## config.mk

```make
export PLATFORM = sky130hd
export DESIGN_NAME = irq_halt_ctrl
export DESIGN_NICKNAME = d
export VERILOG_FILES = /design/src/irq_halt_pkg.sv /design/src/irq_halt_ctrl.sv
export SDC_FILE = /design/constraint.sdc
export NUM_CORES = 1
export LEC_CHECK = 0
export ABC_CLOCK_PERIOD_IN_PS = 1950
export BUFFER_PORTS_ARGS = -buffer_cell sky130_fd_sc_hd__buf_2
export CORE_UTILIZATION = 45
export CTS_CLUSTER_DIAMETER = 40
export DETAILED_ROUTE_END_ITERATION = 8
export GPL_TIMING_DRIVEN = 0
export PLACE_DENSITY = 0.75
export SLEW_MARGIN = 5
export SYNTH_ARGS = -nofsm -noshare
export SYNTH_HDL_FRONTEND = slang
export SYNTH_SLANG_ARGS = --single-unit
```

## constraint.sdc

```tcl
create_clock -name clock -period 1.95 [get_ports clock]
set_input_delay 0.0975 -clock clock [delete_from_list [all_inputs] [get_ports clock]]
set_output_delay 0.0975 -clock clock [all_outputs]
set_load 0.05 [all_outputs]
```

## src/irq_halt_pkg.sv

```systemverilog
// irq_halt_pkg: constants and types for the interrupt and halt block
// assumes a 4-bit register word carried in the low bits of a 32-bit APB bus
package irq_halt_pkg;

    // ------------------------------------------------------------------
    // register indices (byte address is four times the index)
    // ------------------------------------------------------------------
    localparam int          ADDR_W          = 12;
    localparam int          IDX_W           = 10;
    localparam logic [9:0]  IDX_PIN_MASK0   = 10'h2e5;
    localparam logic [9:0]  IDX_SW_MASK     = 10'h2e6;
    localparam logic [9:0]  IDX_PIN_MASK1   = 10'h2e7;
    localparam logic [9:0]  IDX_CT_MASK     = 10'h2e8;
    localparam logic [9:0]  IDX_CT_FLAG     = 10'h2e9;
    localparam logic [9:0]  IDX_SW_IN_FLAG  = 10'h2ea;
    localparam logic [9:0]  IDX_SIO_MASK    = 10'h2f2;
    localparam logic [9:0]  IDX_SIO_FLAG    = 10'h2f3;
    localparam logic [9:0]  IDX_CORE_CTRL   = 10'h300;

    // ------------------------------------------------------------------
    // field positions within the 4-bit words
    // ------------------------------------------------------------------
    localparam int          BIT_CT_32HZ     = 0;
    localparam int          BIT_CT_8HZ      = 1;
    localparam int          BIT_CT_2HZ      = 2;
    localparam int          BIT_SW_10HZ     = 0;
    localparam int          BIT_SW_1HZ      = 1;
    localparam int          BIT_IN_GROUP0   = 2;
    localparam int          BIT_IN_GROUP1   = 3;
    localparam int          BIT_SIO         = 0;
    localparam int          BIT_GROUP1_MASK = 2;
    localparam int          BIT_GIE         = 0;
    localparam int          BIT_HALTED      = 1;

    // vector bit positions in the low program-counter nibble
    localparam int          VEC_SERIAL      = 0;
    localparam int          VEC_INPUTPORT   = 1;
    localparam int          VEC_CLKTIMER    = 2;
    localparam int          VEC_STOPWATCH   = 3;

    // ------------------------------------------------------------------
    // reset values and timing
    // ------------------------------------------------------------------
    localparam logic [3:0]  WORD_ZERO       = 4'h0;
    localparam logic [31:0] RDATA_ZERO      = 32'h0000_0000;
    localparam int          ENTRY_CYCLES    = 12;
    localparam logic [3:0]  ENTRY_LAST      = 4'(ENTRY_CYCLES - 1);

    // time base signals from the clock timer and stopwatch
    typedef struct packed {
        logic ct_2hz;
        logic ct_8hz;
        logic ct_32hz;
        logic sw_1hz;
        logic sw_10hz;
    } timebase_t;

    // requests from the cpu core
    typedef struct packed {
        logic halt_exec;    // halt instruction executed (pulse)
        logic instr_end;    // current instruction finishes (pulse)
        logic gie_set;      // enable instruction (pulse)
        logic gie_clr;      // disable instruction (pulse)
    } core_req_t;

    // answers to the cpu core
    typedef struct packed {
        logic       cpu_clk_en;   // core clock runs
        logic       entry_busy;   // stack push and vector load under way
        logic       vector_load;  // load vector into pc (pulse)
        logic       core_reset;   // watchdog restart from halt (pulse)
        logic [3:0] vector_low;   // low pc nibble, page 1
    } core_ans_t;

    typedef enum logic [1:0] {
        ST_RUN,
        ST_HALTED,
        ST_ENTRY
    } core_state_t;

endpackage

```

## src/irq_halt_ctrl.sv

```systemverilog
// irq_halt_ctrl: factor flags, masks, vector forming and halt control
// assumes the core, timers and serial unit run on clock; input pins are
// asynchronous and software reaches the registers over APB
//
// Summary of operation
// - request reaches core only with global enable and its mask set
// - accepting an interrupt clears the global enable flag
// - halt stops core clock; an enabled request restarts it
// - halted core with no wake is restarted by watchdog reset
// - two input and six internal sources, each maskable
// - vector in page 1; steps 01h to 0fh by active groups
// - vector bits: 3 stopwatch, 2 clock timer, 1 input, 0 serial
// - entry starts only after the current instruction ends
// - push return address then load vector, twelve cycles total
// - factor flags are read only and clear when read
// - reset clears every factor flag
// - clock timer flags set on 2, 8, 32 hz falling edges
// - stopwatch flags set on 1 hz and 10 hz falling edges
// - serial flag set when an 8-bit transfer completes
// - input flags set on either edge of their pins
// - masks are read/write, one enables, reset to zero
// - timer, stopwatch and serial masks gate their own requests
// - each input pin has a mask feeding its group flag
// - masked input pin never sets its group flag
// - timer, stopwatch, serial flags set whatever their masks
//
// Added by the designer: the address map and the APB interface to the registers.
`timescale 1ns/10ps

module irq_halt_ctrl
    import irq_halt_pkg::*;
(
    input  wire logic              clock,
    input  wire logic              nrst,
    // apb slave
    input  wire logic              psel,
    input  wire logic              penable,
    input  wire logic              pwrite,
    input  wire logic [ADDR_W-1:0] paddr,
    input  wire logic [31:0]       pwdata,
    output logic      [31:0]       prdata,
    output logic                   pready,
    output logic                   pslverr,
    // event sources
    input  wire timebase_t         timebase,
    input  wire logic              serial_done,
    input  wire logic [3:0]        input_group0_pins,
    input  wire logic              input_group1_pin,
    // watchdog
    input  wire logic              wdt_enable,
    input  wire logic              wdt_timeout,
    // cpu core
    input  wire core_req_t         core_req,
    output core_ans_t              core_ans
);

    // ------------------------------------------------------------------
    // reset release
    // ------------------------------------------------------------------
    logic rst_meta_reg;
    logic rst_n;

    // two-stage release of the asynchronous reset
    always_ff @(posedge clock or negedge nrst) begin
        if (!nrst) begin
            rst_meta_reg <= 1'b0;
            rst_n        <= 1'b0;
        end else begin
            rst_meta_reg <= 1'b1;
            rst_n        <= rst_meta_reg;
        end
    end

    // ------------------------------------------------------------------
    // helpers
    // ------------------------------------------------------------------
    function automatic logic fell(input logic prev, input logic cur);
        return prev & ~cur;
    endfunction

    function automatic logic [3:0] clr_bits(input logic [3:0] flags,
                                            input logic [3:0] taken,
                                            input logic [3:0] sets);
        return (flags & ~taken) | sets;
    endfunction

    // ------------------------------------------------------------------
    // input pin synchronisers and edge detection
    // ------------------------------------------------------------------
    logic [4:0] pin_meta_reg;
    logic [4:0] pin_sync_reg;
    logic [4:0] pin_last_reg;
    logic [4:0] pin_edge;

    // two flops on every pin, a third for edge compare
    always_ff @(posedge clock or negedge rst_n) begin
        if (!rst_n) begin
            pin_meta_reg <= 5'h00;
            pin_sync_reg <= 5'h00;
            pin_last_reg <= 5'h00;
        end else begin
            pin_meta_reg <= {input_group1_pin, input_group0_pins};
            pin_sync_reg <= pin_meta_reg;
            pin_last_reg <= pin_sync_reg;
        end
    end

    assign pin_edge = pin_sync_reg ^ pin_last_reg;

    // ------------------------------------------------------------------
    // time base edge detection
    // ------------------------------------------------------------------
    timebase_t tb_last_reg;

    // previous level of each time base signal
    always_ff @(posedge clock or negedge rst_n) begin
        if (!rst_n) begin
            tb_last_reg <= '0;
        end else begin
            tb_last_reg <= timebase;
        end
    end

    // ------------------------------------------------------------------
    // mask registers and global enable
    // ------------------------------------------------------------------
    logic [3:0] pin_mask0_reg;
    logic       pin_mask1_reg;
    logic [1:0] sw_mask_reg;
    logic [2:0] ct_mask_reg;
    logic       sio_mask_reg;
    logic       gie_reg;
    logic       wr_done;
    logic       rd_done;
    logic [9:0] idx;
    logic       accept;

    assign idx     = paddr[ADDR_W-1:2];
    assign wr_done = psel & penable & pready & pwrite;
    assign rd_done = psel & penable & pready & ~pwrite;

    // mask writes; all masks clear on reset
    always_ff @(posedge clock or negedge rst_n) begin
        if (!rst_n) begin
            pin_mask0_reg <= WORD_ZERO[3:0];
            pin_mask1_reg <= 1'b0;
            sw_mask_reg   <= WORD_ZERO[1:0];
            ct_mask_reg   <= WORD_ZERO[2:0];
            sio_mask_reg  <= 1'b0;
        end else if (wr_done) begin
            case (idx)
                IDX_PIN_MASK0: pin_mask0_reg <= pwdata[3:0];
                IDX_PIN_MASK1: pin_mask1_reg <= pwdata[BIT_GROUP1_MASK];
                IDX_SW_MASK:   sw_mask_reg   <= pwdata[1:0];
                IDX_CT_MASK:   ct_mask_reg   <= pwdata[2:0];
                IDX_SIO_MASK:  sio_mask_reg  <= pwdata[BIT_SIO];
                default: ;
            endcase
        end
    end

    // global enable: cleared on acceptance, set or cleared by the core
    always_ff @(posedge clock or negedge rst_n) begin
        if (!rst_n) begin
            gie_reg <= 1'b0;
        end else if (accept) begin
            gie_reg <= 1'b0;
        end else if (core_req.gie_set) begin
            gie_reg <= 1'b1;
        end else if (core_req.gie_clr) begin
            gie_reg <= 1'b0;
        end else if (wr_done && idx == IDX_CORE_CTRL) begin
            gie_reg <= pwdata[BIT_GIE];
        end
    end

    // ------------------------------------------------------------------
    // factor flags
    // ------------------------------------------------------------------
    logic [3:0] ct_flag_reg;    // 2hz, 8hz, 32hz in bits 2..0
    logic [3:0] swin_flag_reg;  // group1, group0, 1hz, 10hz
    logic [3:0] sio_flag_reg;
    logic [3:0] ct_set;
    logic [3:0] swin_set;
    logic [3:0] sio_set;
    logic [3:0] ct_taken;
    logic [3:0] swin_taken;
    logic [3:0] sio_taken;
    logic [3:0] rd_word_reg;

    // set terms, unaffected by the timer and serial masks
    always_comb begin
        ct_set                 = WORD_ZERO;
        ct_set[BIT_CT_2HZ]     = fell(tb_last_reg.ct_2hz,
                                      timebase.ct_2hz);
        ct_set[BIT_CT_8HZ]     = fell(tb_last_reg.ct_8hz,
                                      timebase.ct_8hz);
        ct_set[BIT_CT_32HZ]    = fell(tb_last_reg.ct_32hz,
                                      timebase.ct_32hz);
        swin_set               = WORD_ZERO;
        swin_set[BIT_SW_1HZ]   = fell(tb_last_reg.sw_1hz,
                                      timebase.sw_1hz);
        swin_set[BIT_SW_10HZ]  = fell(tb_last_reg.sw_10hz,
                                      timebase.sw_10hz);
        swin_set[BIT_IN_GROUP0] = |(pin_edge[3:0] & pin_mask0_reg);
        swin_set[BIT_IN_GROUP1] = pin_edge[4] & pin_mask1_reg;
        sio_set                = WORD_ZERO;
        sio_set[BIT_SIO]       = serial_done;
    end

    // a read clears only the bits it actually returned as set
    assign ct_taken   = (rd_done && idx == IDX_CT_FLAG)    ? rd_word_reg
                                                           : WORD_ZERO;
    assign swin_taken = (rd_done && idx == IDX_SW_IN_FLAG) ? rd_word_reg
                                                           : WORD_ZERO;
    assign sio_taken  = (rd_done && idx == IDX_SIO_FLAG)   ? rd_word_reg
                                                           : WORD_ZERO;

    // flag update, new events win over the clearing read
    always_ff @(posedge clock or negedge rst_n) begin
        if (!rst_n) begin
            ct_flag_reg   <= WORD_ZERO;
            swin_flag_reg <= WORD_ZERO;
            sio_flag_reg  <= WORD_ZERO;
        end else begin
            ct_flag_reg   <= clr_bits(ct_flag_reg, ct_taken, ct_set);
            swin_flag_reg <= clr_bits(swin_flag_reg, swin_taken,
                                      swin_set);
            sio_flag_reg  <= clr_bits(sio_flag_reg, sio_taken, sio_set);
        end
    end

    // ------------------------------------------------------------------
    // gated requests and vector forming
    // ------------------------------------------------------------------
    logic [3:0] group_req;
    logic       irq_req;

    // one bit per requesting and enabled group
    always_comb begin
        group_req                = WORD_ZERO;
        group_req[VEC_STOPWATCH] = |(swin_flag_reg[1:0] & sw_mask_reg);
        group_req[VEC_CLKTIMER]  = |(ct_flag_reg[2:0] & ct_mask_reg);
        group_req[VEC_INPUTPORT] =
            (swin_flag_reg[BIT_IN_GROUP0] & (|pin_mask0_reg)) |
            (swin_flag_reg[BIT_IN_GROUP1] & pin_mask1_reg);
        group_req[VEC_SERIAL]    = sio_flag_reg[BIT_SIO] & sio_mask_reg;
    end

    assign irq_req = gie_reg & (|group_req);

    // ------------------------------------------------------------------
    // core sequencing: run, halt and interrupt entry
    // ------------------------------------------------------------------
    core_state_t state_reg;
    logic [3:0]  entry_cnt_reg;
    logic        wdt_wake;

    // acceptance at an instruction boundary, or straight from halt
    assign accept   = irq_req &&
                      ((state_reg == ST_RUN && core_req.instr_end) ||
                       state_reg == ST_HALTED);
    assign wdt_wake = state_reg == ST_HALTED && !irq_req &&
                      wdt_enable && wdt_timeout;

    // state transitions
    always_ff @(posedge clock or negedge rst_n) begin
        if (!rst_n) begin
            state_reg <= ST_RUN;
        end else begin
            case (state_reg)
                ST_RUN: begin
                    if (accept) begin
                        state_reg <= ST_ENTRY;
                    end else if (core_req.halt_exec) begin
                        state_reg <= ST_HALTED;
                    end
                end
                ST_HALTED: begin
                    if (accept) begin
                        state_reg <= ST_ENTRY;
                    end else if (wdt_wake) begin
                        state_reg <= ST_RUN;
                    end
                end
                ST_ENTRY: begin
                    if (entry_cnt_reg == ENTRY_LAST) begin
                        state_reg <= ST_RUN;
                    end
                end
                default: state_reg <= ST_RUN;
            endcase
        end
    end

    // entry cycle counter, twelve cycles for push and vector load
    always_ff @(posedge clock or negedge rst_n) begin
        if (!rst_n) begin
            entry_cnt_reg <= WORD_ZERO;
        end else if (state_reg == ST_ENTRY) begin
            entry_cnt_reg <= entry_cnt_reg + 4'h1;
        end else begin
            entry_cnt_reg <= WORD_ZERO;
        end
    end

    // core-facing outputs
    always_ff @(posedge clock or negedge rst_n) begin
        if (!rst_n) begin
            core_ans <= '0;
            core_ans.cpu_clk_en <= 1'b1;
        end else begin
            core_ans.cpu_clk_en  <= !(state_reg == ST_RUN &&
                                      core_req.halt_exec && !accept) &&
                                    !(state_reg == ST_HALTED &&
                                      !accept && !wdt_wake);
            core_ans.entry_busy  <= accept ||
                                    (state_reg == ST_ENTRY &&
                                     entry_cnt_reg != ENTRY_LAST);
            core_ans.vector_load <= state_reg == ST_ENTRY &&
                                    entry_cnt_reg == ENTRY_LAST;
            core_ans.core_reset  <= wdt_wake;
            if (accept) begin
                core_ans.vector_low <= group_req;
            end
        end
    end

    // ------------------------------------------------------------------
    // apb read path and handshake
    // ------------------------------------------------------------------
    logic [3:0] rd_word;
    logic       rd_hit;

    // read multiplexer; unused bits read as zero
    always_comb begin
        rd_word = WORD_ZERO;
        rd_hit  = 1'b1;
        case (idx)
            IDX_PIN_MASK0:  rd_word = pin_mask0_reg;
            IDX_PIN_MASK1:  rd_word[BIT_GROUP1_MASK] = pin_mask1_reg;
            IDX_SW_MASK:    rd_word[1:0] = sw_mask_reg;
            IDX_CT_MASK:    rd_word[2:0] = ct_mask_reg;
            IDX_SIO_MASK:   rd_word[BIT_SIO] = sio_mask_reg;
            IDX_CT_FLAG:    rd_word = ct_flag_reg;
            IDX_SW_IN_FLAG: rd_word = swin_flag_reg;
            IDX_SIO_FLAG:   rd_word = sio_flag_reg;
            IDX_CORE_CTRL: begin
                rd_word[BIT_GIE]    = gie_reg;
                rd_word[BIT_HALTED] = state_reg == ST_HALTED;
            end
            default:        rd_hit = 1'b0;
        endcase
    end

    // data sampled in the setup cycle, answered in the access cycle
    always_ff @(posedge clock or negedge rst_n) begin
        if (!rst_n) begin
            pready      <= 1'b0;
            pslverr     <= 1'b0;
            prdata      <= RDATA_ZERO;
            rd_word_reg <= WORD_ZERO;
        end else if (psel && !penable) begin
            pready      <= 1'b1;
            pslverr     <= !rd_hit;
            prdata      <= pwrite ? RDATA_ZERO : {28'h0000000, rd_word};
            rd_word_reg <= pwrite ? WORD_ZERO : rd_word;
        end else begin
            pready      <= 1'b0;
            pslverr     <= 1'b0;
        end
    end

endmodule // irq_halt_ctrl

```

**After elaboration in Yosys (flattened, before gate mapping)**

Cells that the tools add are included.

- Register bits after elaboration: 98
- Output and inout bits: 42

- Add/subtract/negate cells: 1
- Equal/unequal tests: 16
- Multiplexer cells: 23
- Bitwise operators: 34
- Reductions and logical operators: 40

Operators by type and width:

| kind | number |
|---|---|
| 10-bit == test (second input constant) | 9 |
| 4-bit two-way mux | 6 |
| 1-bit logical AND | 17 |
| 4-bit bitwise AND | 4 |
| 1-bit bitwise AND | 14 |
| 4-bit inverter | 3 |
| 2-bit two-way mux | 5 |
| 2-bit AND reduction | 5 |
| 9-bit OR reduction | 1 |
| 1-bit one-hot mux with 8 select lines | 1 |
| 4-bit OR reduction | 2 |
| 1-bit logical NOT | 7 |
| 1-bit two-way mux | 7 |
| 1-bit one-hot mux with 7 select lines | 1 |
| 7-bit OR reduction | 1 |
| 3-bit inequality test (second input constant) | 2 |
| 1-bit inverter | 6 |
| 1-bit one-hot mux with 6 select lines | 1 |
| 2-bit one-hot mux with 3 select lines | 1 |
| 5-bit XOR | 1 |
| 4-bit by 1-bit adder with 4-bit output (second input constant) | 1 |
| 4-bit == test (second input constant) | 1 |
| 4-bit inequality test (second input constant) | 1 |
| 4-bit by 1-bit bitwise OR with 4-bit output | 1 |
| other kinds (15) | 16 |

**Depth between registers and ports, before layout**

- Depth after elaboration: 13
- Depth in mapped cells: 6

**Worst setup path after synthesis**

OpenSTA, ideal clock, no wires.

- Path kind: reg2reg
- Start point: register pready
- End point: register pin_mask0_reg[0]
- Data arrival time: 1.725 ns
- Required time: 1.825 ns
- Slack: 0.100 ns
- Cell stages (with the launch flop): 5
- Path through: dfrtp_1 nand4_1 or4_4 buf_6 mux2_4

- Longest elaborated chain between the ends: 3

RTL lines:

| item | RTL line | RTL |
|---|---|---|
| from (decl) | irq_halt_ctrl.sv:42 | `output logic pready,` |
| from (signal assigned) | irq_halt_ctrl.sv:359 | `pready <= 1'b0;` |
| from (signal assigned) | irq_halt_ctrl.sv:364 | `pready <= 1'b1;` |
| from (signal assigned) | irq_halt_ctrl.sv:369 | `pready <= 1'b0;` |
| 1-bit bitwise AND (2 in series) | irq_halt_ctrl.sv:139 | `assign wr_done = psel & penable & pready & pwrite;` |
| 2-bit AND reduction (no source line) | - |  |
| to (signal assigned) | irq_halt_ctrl.sv:145 | `pin_mask0_reg <= WORD_ZERO[3:0];` |
| to (signal assigned) | irq_halt_ctrl.sv:152 | `IDX_PIN_MASK0: pin_mask0_reg <= pwdata[3:0];` |
| to (decl) | irq_halt_ctrl.sv:127 | `logic [3:0] pin_mask0_reg;` |

Every way passes these cells.
A chain may end at the register's enable or synchronous reset.

**Final worst setup path**

- Start point: register pready
- End point: register swin_flag_reg[3]

- Longest elaborated chain between the ends: 7

RTL lines:

| item | RTL line | RTL |
|---|---|---|
| 1-bit bitwise AND (2 in series) | irq_halt_ctrl.sv:140 | `assign rd_done = psel & penable & pready & ~pwrite;` |
| 1-bit logical AND | irq_halt_ctrl.sv:214 | `assign swin_taken = (rd_done && idx == IDX_SW_IN_FLAG) ? rd_word_reg` |
| 4-bit two-way mux | irq_halt_ctrl.sv:214 |  |
| 4-bit inverter | irq_halt_ctrl.sv:84 | `return (flags & ~taken) \| sets;` |
| 4-bit bitwise AND | irq_halt_ctrl.sv:84 |  |
| 4-bit bitwise OR | irq_halt_ctrl.sv:84 |  |
| to (signal assigned) | irq_halt_ctrl.sv:227 | `swin_flag_reg <= clr_bits(swin_flag_reg, swin_taken,` |
| to (decl) | irq_halt_ctrl.sv:181 | `logic [3:0] swin_flag_reg;` |

Every way passes these cells.

==> flow_results.xml <==
<?xml version="1.0" encoding="UTF-8"?>
<metrics>
  <group name="final_layout">
    <metric name="n_antenna_cell" unit="">0</metric>
    <metric name="registers.top_by_ff_count" unit="">core_ans</metric>
    <metric name="n_fill_cell" unit="">611</metric>
    <metric name="layout-area-overhead-vs-synth" unit="%">24.4</metric>
    <metric name="post_route_cells_drive_above_1_share" unit="">0.298</metric>
    <metric name="multi_input_area" unit="sq mm">0.00134</metric>
    <metric name="seq_area" unit="sq mm">0.00166</metric>
    <metric name="largest_register_ff_count" unit="">8</metric>
    <metric name="final_cells" unit="">488</metric>
    <metric name="nets" unit="">454</metric>
  </group>
  <group name="critical_path">
    <metric name="worst-path-max-fanout" unit="">4</metric>
    <metric name="endpoint_class_of_the_critical_path" unit="">register</metric>
    <metric name="startpoint_type_of_the_worst_setup_path" unit="">register</metric>
    <metric name="critPathKind" unit="">reg -&gt; reg</metric>
    <metric name="worst-r2r-cell-count" unit="">4</metric>
    <metric name="cp_data_required_time" unit="ps">2180</metric>
    <metric name="worst_ep_arrival_time" unit="ps">2100</metric>
  </group>
  <group name="timing">
    <metric name="final.setup.tns" unit="ps">0</metric>
    <metric name="unrepaired_setup_endpoints_after_global_routing" unit="">false</metric>
    <metric name="final_max_slew_viol_count" unit="">0</metric>
    <metric name="whs" unit="ps">26.7</metric>
    <metric name="layout_worst_path_cycle_share" unit="">0.961</metric>
    <metric name="fin_worst_skew" unit="ps">7.91</metric>
    <metric name="slew_headroom" unit="">0.407</metric>
    <metric name="fmaxAchievable" unit="GHz">0.534</metric>
    <metric name="setup-violations-final" unit="">0</metric>
    <metric name="worst-slew-pin-transition" unit="ps">881</metric>
    <metric name="final.setup.worst_slack" unit="ps">76.5</metric>
    <metric name="final-hold-violation-count" unit="">0</metric>
    <metric name="finalWorstPathRequiredPeriod" unit="ps">1870</metric>
  </group>
  <group name="logic_synthesis">
    <metric name="synth_largest_type_area_fraction" unit="">0.506</metric>
    <metric name="synth-seq-area-share" unit="">0.515</metric>
    <metric name="post_synthesis_mean_instance_area" unit="sq um">11.2</metric>
    <metric name="postSynthCellCount" unit="">288</metric>
    <metric name="ys.flop_type" unit="">sky130_fd_sc_hd__dfrtp_1</metric>
    <metric name="ys_top_cells_by_area" unit="">sky130_fd_sc_hd__dfrtp_1 (51%), sky130_fd_sc_hd__buf_4 (6.5%), sky130_fd_sc_hd__mux2_2 (3.2%)</metric>
    <metric name="yosys.cell_types.count" unit="">53</metric>
    <metric name="synth.yosys.warnings" unit="">0</metric>
    <metric name="asyncSetResetFlopFracSynth" unit="">1.00</metric>
    <metric name="synth-seq-cells" unit="">66</metric>
    <metric name="mappedNetlistArea" unit="sq mm">0.00321</metric>
    <metric name="synth_area_leader_cell" unit="">sky130_fd_sc_hd__dfrtp_1</metric>
    <metric name="synth_enable_flop_cells" unit="">0</metric>
  </group>
  <group name="global_routing">
    <metric name="maximum_number_of_pins_on_one_net_before_global_route_repair" unit="">65</metric>
    <metric name="grt_antenna_before_repair" unit="">0</metric>
    <metric name="globalRoute.totalOverflow" unit="">0</metric>
    <metric name="grt_pass1_vias" unit="">2362</metric>
    <metric name="grt_first_pass_wirelength" unit="microns">11700</metric>
    <metric name="all_layer_gr_usage" unit="">0.211</metric>
  </group>
  <group name="pwr">
    <metric name="p_total" unit="mW">2.96</metric>
    <metric name="pwr_density" unit="mW/mm^2">740</metric>
    <metric name="vdd_ir_drop_max" unit="mV">0.527</metric>
    <metric name="power.leakage" unit="nW">1.95</metric>
  </group>
  <group name="clock_network">
    <metric name="htree_num_levels" unit="">3</metric>
    <metric name="cts.path.max_buffers" unit="">2</metric>
    <metric name="clock_root_buffer" unit="">sky130_fd_sc_hd__clkbuf_8</metric>
    <metric name="worst_setup_hold_path_clk_slew" unit="ps">80</metric>
    <metric name="post_cts.repair.setup_buffers" unit="">0</metric>
    <metric name="clock_sinks" unit="">66</metric>
    <metric name="clk_latency" unit="ps">340</metric>
    <metric name="tritoncts.num_buffers" unit="">9</metric>
    <metric name="tritoncts" unit="">built</metric>
  </group>
  <group name="floorplan">
    <metric name="die_area" unit="sq mm">0.00748</metric>
    <metric name="floorplan.initialDensity" unit="">0.470</metric>
    <metric name="die_y" unit="microns">86.5</metric>
    <metric name="ioPinCount" unit="">108</metric>
    <metric name="num_rows" unit="">30</metric>
    <metric name="fp.dieW" unit="microns">86.5</metric>
    <metric name="placeable_core_area" unit="sq mm">0.00683</metric>
  </group>
  <group name="run_status">
    <metric name="outcome" unit="">finished, final reports clean</metric>
  </group>
  <group name="placement">
    <metric name="detailedPlace.worstSlack" unit="ps">-28.9</metric>
    <metric name="gp_congestion" unit="">0.854</metric>
    <metric name="placement.io_buffers" unit="">47</metric>
    <metric name="hpwl" unit="microns">5360</metric>
    <metric name="place.detailed.instances" unit="">458</metric>
  </group>
  <group name="hold_path">
    <metric name="hold_path_depth" unit="">2</metric>
    <metric name="hp-class" unit="">in -&gt; reg</metric>
  </group>
  <group name="route">
    <metric name="drt_drc_violations_left" unit="">0</metric>
    <metric name="wire_per_inst" unit="microns">14.9</metric>
    <metric name="dr.pass1.iters" unit="">5</metric>
    <metric name="route.vias.total" unit="">2499</metric>
    <metric name="wirelength" unit="microns">7290</metric>
    <metric name="drt_iter0_drc" unit="">153</metric>
    <metric name="post_drt_via_cell_ratio" unit="">5.12</metric>
    <metric name="route.antenna.remaining_nets" unit="">0</metric>
  </group>
  <group name="flow_run">
    <metric name="cap_violations" unit="">0</metric>
  </group>
</metrics>
-- where the power goes --
group          internal, mW  switching (mW)  total [mW]
combinational         0.153           0.299       0.452
sequential             1.42          0.0465        1.47
clock                 0.469           0.568        1.04
total                  2.04           0.914        2.96
-- layer usage --
metal  wire [microns]  track usage
met2             3570        0.343
met4              129       0.0606
met3              471       0.0543
met5                0            0
met1             3110        0.282
-- synth_stat cells (6+ instances only) --
library cell / count
sky130_fd_sc_hd__a21oi_1: 6
sky130_fd_sc_hd__a22o_1: 6
sky130_fd_sc_hd__buf_4: 28
sky130_fd_sc_hd__dfrtp_1: 65
sky130_fd_sc_hd__inv_1: 18
sky130_fd_sc_hd__mux2_2: 9
sky130_fd_sc_hd__mux2i_1: 7
sky130_fd_sc_hd__nand2_1: 19
sky130_fd_sc_hd__nand2b_1: 9
sky130_fd_sc_hd__nand3b_1: 7
sky130_fd_sc_hd__nor2_1: 12
sky130_fd_sc_hd__nor3_1: 8
sky130_fd_sc_hd__nor4_1: 10
sky130_fd_sc_hd__xor2_1: 6
-- per-stage QoR --
step,util,cell area [sq um]
global route,0.585,4000
detailed placement,0.538,3670
finish,0.585,4000
CTS,0.584,3990
floorplan,-,3310
global placement,0.537,3670
-- final timing paths --
kind,start,endpoint,slack [ps]
max in group asynchronous,rst_n,entry_cnt_reg[0],1000
setup / recovery,pready,swin_flag_reg[3],80
min in group asynchronous,nrst,rst_n,60
hold / removal,pwdata[1],sw_mask_reg[1],30
hold reg to reg,pin_meta_reg[0],pin_sync_reg[0],350
setup reg to reg,pready,swin_flag_reg[3],80
-- cell type report --
class                           count  area share
Inverter                           18      0.0169
Clock buffer                        9      0.0310
Clock inverter                      7      0.0135
Buffer                             35      0.0651
Tap cell                           96      0.0301
Sequential cell                    66       0.415
Timing Repair Buffer               61      0.0939
Multi-Input combinational cell    196       0.335
-- timing repair --
item,4_1_cts,5_1_grt
setup endpoints to repair,0,2
hold buffers,14,0
hold endpoints to repair,15,0
gates resized for setup,0,1
-- worst max-delay path, stage by stage (launching register included) --
cell	delay [ps]
sky130_fd_sc_hd__dfrtp_1	370
sky130_fd_sc_hd__nand4b_1	190
sky130_fd_sc_hd__nor4_1	780
sky130_fd_sc_hd__a21oi_1	220
sky130_fd_sc_hd__a21o_1	200
-- cells in the final DEF, fill, tap and decap left out, types with 3 or more instances in the layout --
cell type and n:
sky130_fd_sc_hd__dfrtp_1 64, sky130_fd_sc_hd__buf_2 48, sky130_fd_sc_hd__conb_1 29, sky130_fd_sc_hd__buf_4 28
sky130_fd_sc_hd__nand2_1 19, sky130_fd_sc_hd__inv_1 18, sky130_fd_sc_hd__dlygate4sd3_1 14, sky130_fd_sc_hd__nor2_1 12
sky130_fd_sc_hd__nor4_1 10, sky130_fd_sc_hd__nand2b_1 9, sky130_fd_sc_hd__mux2_2 9, sky130_fd_sc_hd__clkbuf_8 9
sky130_fd_sc_hd__nor3_1 8, sky130_fd_sc_hd__nand3b_1 7, sky130_fd_sc_hd__mux2i_1 7, sky130_fd_sc_hd__xor2_1 6
sky130_fd_sc_hd__a22o_1 6, sky130_fd_sc_hd__a21oi_1 6, sky130_fd_sc_hd__nand4bb_1 5, sky130_fd_sc_hd__nand3_1 4
sky130_fd_sc_hd__mux2_4 4, sky130_fd_sc_hd__buf_6 3, sky130_fd_sc_hd__clkbuf_1 3, sky130_fd_sc_hd__a21boi_0 3
sky130_fd_sc_hd__a22oi_1 3, sky130_fd_sc_hd__a21o_1 3, sky130_fd_sc_hd__nor2b_1 3, sky130_fd_sc_hd__nor4b_1 3
sky130_fd_sc_hd__o31ai_1 3, sky130_fd_sc_hd__a211oi_1 3, sky130_fd_sc_hd__clkinvlp_4 3
-- cell families after synthesis --
| kind of cell | count (synthesis) | share of synthesized area |
|---|---|---|
| AND/OR/NAND/NOR | 97 | 0.188 |
| flip-flops | 66 | 0.515 |
| AO/OA/AOI/OAI | 42 | 0.0982 |
| other | 2 | 0.00234 |
| XOR/XNOR | 7 | 0.0191 |
| multiplexers | 20 | 0.0721 |
| adder cells (fa/ha/maj) | 1 | 0.00389 |
| buffers and inverters | 53 | 0.102 |
No activity file was read; power rests on OpenSTA's default activity.
